$ cat src/adc_spi_params.svh
// Purpose: Offsets, field positions and counts of the serial config port.
// Assumes: Included by the package file only; the port module uses the macros without including it.
// Notes: Definitions only.
`ifndef ADC_SPI_PARAMS_SVH
`define ADC_SPI_PARAMS_SVH

`define INSTR_LAST 4'hF
`define WORD_LAST 4'h7
`define MAP_WORDS 32
`define MAP_AW 5
`define ACT_WORDS 17
`define PORT_CFG_ADDR 13'h0000
`define LSB_FIRST_BIT 6
`define TRANSFER_ADDR 13'h00FF
`define TRANSFER_BIT 0
`define SHADOW_LO 5'h08
`define SHADOW_HI 5'h18
`define PWR_MODE_ADDR 5'h08
`define CLK_CFG_ADDR 5'h09
`define DCS_BIT 0
`define OUT_MODE_ADDR 5'h14
`define TWOS_BIT 0
`define OUT_OFF_BIT 4
`define LEN_STREAM 2'h3

`endif

$ cat src/adc_spi_pkg.sv
// Purpose: Types shared by the serial configuration port.
// Assumes: Widths come from adc_spi_params.svh.
// Notes: The whole port state is one packed struct.
`include "adc_spi_params.svh"

package adc_spi_pkg;

    typedef enum logic [1:0] {idle, instr, data, done} phase_e;

    typedef struct packed {
        logic power_down;
        logic output_disable;
    } pin_ctrl_s;

    typedef struct packed {
        logic twos_complement;
        logic duty_stabilizer;
        logic power_down;
        logic outputs_off;
    } cfg_s;

    typedef struct packed {
        logic [2:0] sclk_sync;
        logic [1:0] sel_sync;
        logic [1:0] sdio_sync;
        logic [1:0][1:0] ctl_sync;
        logic serial_mode;
        logic lsb_first;
        phase_e phase;
        logic [3:0] bit_cnt;
        logic rw;
        logic stream;
        logic [1:0] bytes_left;
        logic [12:0] addr;
        logic [15:0] shreg;
        logic sdo;
        cfg_s cfg;
        logic [`MAP_WORDS-1:0][7:0] regs;
        logic [`ACT_WORDS-1:0][7:0] act;
    } state_s;

endpackage : adc_spi_pkg

$ cat src/adc_serial_config_port.sv
// Purpose: Three-wire serial configuration port with pin-strap fallback.
// Assumes: clk at 20 MHz; serial pins asynchronous, far slower than clk.
// Notes: Pins are oversampled; shadowed bytes apply on a transfer command.

////////////////////////////////////////////////////////////////////////////
// How it works
// RL1: Transfers are accepted only while chip select is held low.
// RL2: Chip select fall then first serial clock rise starts the frame.
// RL3: Streaming length keeps accepting bytes while chip select stays low.
// RL4: Chip select high between bytes stalls a counted frame, which resumes afterwards; a streaming frame ends there instead.
// RL5: Before any select, data pin is released and pins act as straps.
// RL6: After the first select the port stays in serial mode for good.
// RL7: Each frame opens with a sixteen bit instruction.
// RL8: Two length bits of the instruction set the byte count.
// RL9: Data after the instruction moves in eight bit words.
// RL10: First instruction bit picks read or write.
// RL11: On read the data pin turns to output after the instruction.
// RL12: Data bits go MSB first until port config selects LSB first.
// RL13: Serial clock and chip select are inputs only.
// RL14: Data pin is input on writes, output only during readback.
// RL15: Bits shift only on the host serial clock.
// RL16: Host should keep the port idle during critical sampling.
// RL17: Unused port: pin levels are fixed configuration selections.
// RL18: Shadowed bytes apply together on transfer write; transfer bit clears.
// RL19: Bytes from the low to high shadow bound are held in shadow.
// RL20: Pin controls are ORed with their register bits.
// RL21: Sample on serial clock rise, change read data after its fall.
module adc_serial_config_port
    import adc_spi_pkg::*;
(
    // Clock and reset
    input wire logic clk,
    input wire logic reset_n,
    // Serial port pins, also pin straps
    input wire logic serial_clock_or_format_strap,
    input wire logic chip_select_n,
    input wire logic serial_data_or_stabilizer_strap,
    output logic serial_data_out,
    output logic serial_data_oe_n,
    // Control pins and resulting configuration
    input wire pin_ctrl_s pin_ctrl,
    output cfg_s cfg
);

    state_s s;
    state_s next_s;
    logic rise;
    logic fall;
    logic sel;
    logic din;
    logic byte_done;
    logic [7:0] in_byte;
    pin_ctrl_s ctl;

    function automatic logic [7:0] read_byte(input state_s st,
                                             input logic [12:0] a);
        if (a < 13'(`MAP_WORDS)) begin
            read_byte = st.regs[a[`MAP_AW-1:0]];
        end else begin
            // Transfer bit reads as cleared; unmapped bytes read zero.
            read_byte = 8'h00;
        end
    endfunction : read_byte

    // Logic reads the second stage of each synchroniser; serial clock edge detect also uses the third stage.
    assign rise = s.sclk_sync[1] & ~s.sclk_sync[2];
    assign fall = ~s.sclk_sync[1] & s.sclk_sync[2];
    assign sel = s.sel_sync[1];
    assign din = s.sdio_sync[1];
    assign ctl = pin_ctrl_s'(s.ctl_sync[1]);
    assign byte_done = s.phase == data && rise && sel &&
                       s.bit_cnt == `WORD_LAST;
    assign in_byte = s.lsb_first ? {din, s.shreg[7:1]} :
                                   {s.shreg[6:0], din}; // RL12

    ////////////////////////////////////////////////////////////////////////
    always_comb begin
        next_s = s;
        next_s.sclk_sync = {s.sclk_sync[1:0], serial_clock_or_format_strap};
        // Stored active high so that reset cannot look like a select.
        next_s.sel_sync = {s.sel_sync[0], ~chip_select_n}; // RL13
        next_s.sdio_sync = {s.sdio_sync[0], serial_data_or_stabilizer_strap};
        next_s.ctl_sync = {s.ctl_sync[0], pin_ctrl};
        if (sel) begin
            next_s.serial_mode = 1'b1; // RL6
        end
        case (s.phase)
            idle: begin
                next_s.bit_cnt = 4'h0;
                if (sel) begin
                    next_s.phase = instr; // RL1 RL2
                end
            end
            instr: begin
                if (rise && sel) begin // RL15 RL21
                    next_s.shreg = {s.shreg[14:0], din};
                    next_s.bit_cnt = s.bit_cnt + 4'h1;
                    if (s.bit_cnt == `INSTR_LAST) begin // RL7
                        next_s.rw = s.shreg[14]; // RL10
                        next_s.bytes_left = s.shreg[13:12]; // RL8
                        next_s.stream = s.shreg[13:12] == `LEN_STREAM; // RL3
                        next_s.addr = {s.shreg[11:0], din};
                        next_s.bit_cnt = 4'h0;
                        next_s.phase = data;
                        next_s.shreg[15:8] =
                            read_byte(s, {s.shreg[11:0], din}); // RL11
                    end
                end
            end
            data: begin
                if (rise && sel) begin // RL9 RL15
                    next_s.bit_cnt = s.bit_cnt + 4'h1;
                    if (!s.rw) begin
                        next_s.shreg[7:0] = in_byte;
                    end
                end
                if (fall && sel && s.rw) begin // RL21
                    next_s.sdo = s.lsb_first ? s.shreg[8] : s.shreg[15];
                    next_s.shreg[15:8] = s.lsb_first ?
                        {1'b0, s.shreg[15:9]} : {s.shreg[14:8], 1'b0};
                end
                if (byte_done) begin
                    next_s.bit_cnt = 4'h0;
                    next_s.addr = s.addr + 13'h0001;
                    if (!s.rw) begin
                        if (s.addr == `TRANSFER_ADDR) begin
                            if (in_byte[`TRANSFER_BIT]) begin
                                // All shadowed bytes land in one edge.
                                for (int i = 0; i < `ACT_WORDS; i++) begin
                                    next_s.act[i] =
                                        s.regs[`SHADOW_LO + `MAP_AW'(i)]; // RL18
                                end
                            end
                        end else if (s.addr < 13'(`MAP_WORDS)) begin
                            next_s.regs[s.addr[`MAP_AW-1:0]] = in_byte; // RL19
                            if (s.addr == `PORT_CFG_ADDR) begin
                                next_s.lsb_first = in_byte[`LSB_FIRST_BIT];
                            end
                        end
                    end else begin
                        next_s.shreg[15:8] =
                            read_byte(s, s.addr + 13'h0001);
                    end
                    if (!s.stream) begin
                        if (s.bytes_left == 2'h0) begin
                            next_s.phase = done;
                        end else begin
                            next_s.bytes_left = s.bytes_left - 2'h1;
                        end
                    end
                end
                // A stream ends when select rises on a byte boundary.
                if (!sel && s.stream && s.bit_cnt == 4'h0) begin
                    next_s.phase = idle; // RL3 RL4
                end
            end
            done: begin
                if (!sel) begin
                    next_s.phase = idle;
                end
            end
            default: begin
                next_s.phase = idle;
            end
        endcase
        if (s.serial_mode) begin
            next_s.cfg.twos_complement =
                s.act[`OUT_MODE_ADDR - `SHADOW_LO][`TWOS_BIT];
            next_s.cfg.duty_stabilizer =
                s.act[`CLK_CFG_ADDR - `SHADOW_LO][`DCS_BIT];
        end else begin
            next_s.cfg.twos_complement = s.sclk_sync[1]; // RL5 RL17
            next_s.cfg.duty_stabilizer = s.sdio_sync[1]; // RL17
        end
        next_s.cfg.power_down = ctl.power_down |
            (s.act[`PWR_MODE_ADDR - `SHADOW_LO][1:0] != 2'h0); // RL20
        next_s.cfg.outputs_off = ctl.output_disable |
            s.act[`OUT_MODE_ADDR - `SHADOW_LO][`OUT_OFF_BIT]; // RL20
    end

    always_ff @(posedge clk) begin
        if (!reset_n) begin
            s <= '0;
        end else begin
            s <= next_s;
        end
    end

    assign serial_data_out = s.sdo;
    // The pin is released in strap mode and on every write. RL5 RL14
    assign serial_data_oe_n = ~(s.serial_mode && sel &&
                                s.phase == data && s.rw); // RL11 RL14
    assign cfg = s.cfg;
endmodule : adc_serial_config_port

$ cat config.mk
export PLATFORM = sky130hd
export DESIGN_NAME = adc_serial_config_port
export DESIGN_NICKNAME = d
export VERILOG_FILES = /design/src/adc_spi_pkg.sv /design/src/adc_serial_config_port.sv
export VERILOG_INCLUDE_DIRS = /design/src
export SDC_FILE = /design/constraint.sdc
export NUM_CORES = 1
export LEC_CHECK = 0
export BUFFER_PORTS_ARGS = -buffer_cell sky130_fd_sc_hd__buf_2
export CAP_MARGIN = 40
export CELL_PAD_IN_SITES_DETAIL_PLACEMENT = 0
export CELL_PAD_IN_SITES_GLOBAL_PLACEMENT = 1
export CORE_MARGIN = 2
export CORE_UTILIZATION = 35
export CTS_BUF_LIST = sky130_fd_sc_hd__clkbuf_2
export DETAILED_ROUTE_END_ITERATION = 10
export HOLD_SLACK_MARGIN = 0.08
export PLACE_DENSITY_LB_ADDON = 0.1
export SYNTH_ARGS = -nofsm -noshare
export SYNTH_HDL_FRONTEND = slang
export SYNTH_SLANG_ARGS = --single-unit
$ cat constraint.sdc
create_clock -name clk -period 3 [get_ports clk]
set_input_delay 0.45 -clock clk [delete_from_list [all_inputs] [get_ports clk]]
set_output_delay 0.45 -clock clk [all_outputs]
set_load 0.01 [all_outputs]
==> impl_metrics.env <==
export IMPL_endpoint_kind="register"
export IMPL_synth_warning_count=0
export IMPL_outcome="completed"
export IMPL_io_pins=13
export IMPL_arrival_ns=3.84
export IMPL_syn_nets=1754
export IMPL_cts_buffer_depth=3
export IMPL_cts_tree="done"
export IMPL_layout_drive_gt1_share_pct=20.97
export IMPL_place_hpwl_um=42050
export IMPL_portBuffers=12
export IMPL_syn_inst=1736
export IMPL_syn2layout_area_growth_pct=12.24
export IMPL_ys_async_sr_fraction_pct=0
export IMPL_finalCritPeriodShare_pct=97.66
export IMPL_maxCapViolCount=0
export IMPL_dr_total_vias=14024
export IMPL_ys_ff_latch=318
export IMPL_startpoint="s[430]"
export IMPL_endpoint="s[308]"
export IMPL_place_inst=2304
export IMPL_r2r_end="s[308]"
export IMPL_gr_max_usage_layer="met2"
export IMPL_fmax_ghz=0.3413
export IMPL_multi_input_area_mm2=0.009899
export IMPL_clk_latency_ns=1.14
export IMPL_met1_usage_pct=34.97
export IMPL_synth_edf_count=0
export IMPL_die_area_mm2=0.05025
export IMPL_final_util_pct=39.88
export IMPL_rrSetupSlack_ns=0.07
export IMPL_holdCritPathClass="input port to register"
export IMPL_ant_nets=0
export IMPL_cp_required_ns=3.91
export IMPL_core_area_mm2=0.04775
export IMPL_gp_congestion=0.8846
export IMPL_grt_pass1_vias=13647
export IMPL_startpoint_type="register"
export IMPL_crit_type="register to register"
export IMPL_n_fill_cell=4808
export IMPL_htree_levels=3
export IMPL_avgSynthCellArea_um2=9.773
export IMPL_synthFlopType="dfxtp_1"
export IMPL_die_w_um=224.2
export IMPL_grt_start_max_net_pins=155
export IMPL_regToRegStartpoint="s[430]"
export IMPL_maxSlewViolCount=0
export IMPL_clock_root_buffer="clkbuf_2"
export IMPL_dpl_cell_area_mm2=0.01803
export IMPL_seq_area_mm2=0.006375
export IMPL_synth_area_mm2=0.01697
export IMPL_wl_per_cell_um=24.63
export IMPL_cts_buffers=92
export IMPL_antenna_found_initial=2
export IMPL_max_slew_margin_rel_pct=40.54
export IMPL_drc=0
export IMPL_first_pass_iters=5
export IMPL_cp_max_fo=18
export IMPL_synth_cell_types=68
export IMPL_grt_pass1_wl_um=91490
export IMPL_start_util_pct=35.53
export IMPL_setup_viol=0
export IMPL_grt_overflow_total=0
export IMPL_gr_usage_met2_pct=36.52
export IMPL_grtUsageMet3_pct=5.115
export IMPL_power_density_mw_per_mm2=411.6
export IMPL_finish_net_count=1817
export IMPL_clkTransAtPathRegs_ns=0.10
export IMPL_drt_iter0_drc=1127
export IMPL_final_cell_count_no_fill=2483
export IMPL_rows=80
export IMPL_peakVddDrop_uv=221.2
export IMPL_final_area_mm2=0.01904
export IMPL_synth_seq_area_share_pct=37.52
export IMPL_finClkSkew_ns=0.1272
export IMPL_grt_use_total_pct=24.58
export IMPL_hold_violations=0
export IMPL_leakage_uw=0.008241
export IMPL_routed_wl_um=61160
export IMPL_worst_slew_pin_slew_ns=0.8919
export IMPL_routed_via_density=5.648
export IMPL_clock_sinks=318
export IMPL_post_route_min_period_ns=2.930
export IMPL_r2r_cells=8
export IMPL_rsz0062_at_grt="true"
export IMPL_fp_dieH_um=224.2
per-stage QoR:
stage	total power (uW)	TNS [ns]	hold WS (ns)	setup WS, ns
final	7838	0	0.3427	0.07029
after global routing	8254	-1.367	0.2849	-0.09461
after CTS	7991	0	0.2105	0.1022
after detailed placement	4591	0	0.4202	0.1522
after global placement	4590	-0.06402	0.4162	-0.06402
after floorplan	4509	0	0.4114	0.01119
cells in the final DEF (no fill, tap or decap), drive strengths merged, types with 12 or more instances in the layout:
master       netlist  routed
nand2            159     159
mux4             110     110
a22oi             22      22
mux2              13      13
dfxtp            318     318
buf               50     101
a21oi             62      62
and3              12      12
and2              16      16
mux2i            295     295
clkbuf            98     128
nor3              12      12
nor2             314     314
nor4              14      14
o22ai             14      14
clkinv             0      26
dlygate4sd3        0      16
nand3             15      15
o21ai             27      27
inv               22      24
a211oi            20      20
cell families after synthesis:
logic type	count (synthesis)	synth area share, %
simple gates	588	14.94
mux	418	32.87
flops	318	37.52
compound gates	221	8.894
buf+inv	170	4.403
fa+ha+maj	11	0.8112
xor+xnor	10	0.5605
cells in the mapped netlist (5+ instances only):
master / instances / area (um2)
nor4_1: 13 / 81.33
nor2b_1: 8 / 50.05
o21ai_0: 26 / 130.1
a21oi_1: 62 / 310.3
xnor2_1: 5 / 43.79
clkbuf_1: 97 / 364.1
or3_1: 7 / 43.79
and3_1: 12 / 75.07
nand2_1: 159 / 596.8
o221ai_1: 9 / 78.83
a22o_1: 8 / 70.07
buf_1: 6 / 22.52
and2_1: 16 / 100.1
mux2_2: 13 / 146.4
or2_2: 5 / 31.28
a2111oi_0: 8 / 70.07
nand3_1: 15 / 75.07
inv_1: 20 / 75.07
nor3_1: 11 / 55.05
buf_2: 29 / 145.1
a22oi_1: 22 / 165.2
mux4_2: 110 / 2477
ha_1: 11 / 137.6
mux2i_1: 295 / 2953
buf_4: 11 / 82.58
dfxtp_1: 318 / 6366
o22ai_1: 14 / 87.58
nor2_1: 314 / 1179
a211oi_1: 20 / 150.1
a221o_1: 5 / 50.05
how the worst min path moves through the flow:
stage,from,end,slack [ns],cells after the start
6_report,reset_n,s[327],0.34,4
2_1_floorplan,ctl[0],cfg[0],0.41,2
4_1_cts,reset_n,s[319],0.21,4
3_3_place_gp,next_s[447],next_s[448],0.42,1
5_1_grt,reset_n,s[311],0.28,4
3_5_place_dp,next_s[443],din,0.42,1
power breakdown:
| group | internal (uW) | leakage, uW | switching (uW) | total [uW] |
|---|---|---|---|---|
| logic | 90.9 | 0.00505 | 167 | 258 |
| clock network | 1330 | 0.000628 | 2000 | 3330 |
| registers | 4230 | 0.00257 | 16.4 | 4250 |
| total | 5660 | 0.00824 | 2180 | 7840 |
state kept, by name (all words and copies together), names as in the netlist:
signal and flops:
serial_data_out 1, ctl 2, din 1, cfg 4, next_s 6, s 304
worst max-delay path, cell delays in order (launching register included):
cell	delay, ns
dfxtp_1	0.40
ha_1	0.25
nand2_1	0.19
nor4_4	0.23
buf_12	0.19
and3_1	0.53
nand2_1	0.58
mux2i_1	0.32
nor2_1	0.06
per-layer routing:
layer / vias to the layer above / share of wire (%) / wire [um]
met3: 109 / 5.3 / 3237
li1: 6460 / - / -
met5: - / 0 / 0
met1: 7019 / 48 / 29080
met4: 0 / 3.2 / 1970
met2: 436 / 44 / 26870
area by class of cell:
cell class	instances	area share, %
multi-input combinational	1248	51.98
sequential	318	33.48
timing repair buffer	117	5.604
tap	615	4.041
clock buffer	128	3.364
clock inverter	32	1.018
inverter	22	0.4731
antenna	3	0.03942
what timing repair did:
item | CTS | global route
endpoints found under the hold margin | 141 | 0
setup buffers | 0 | 0
setup endpoints to repair | 0 | 31
resized for setup | 0 | 3
hold buffers | 16 | 0
Note: power is estimated with default switching activity, not from simulation.
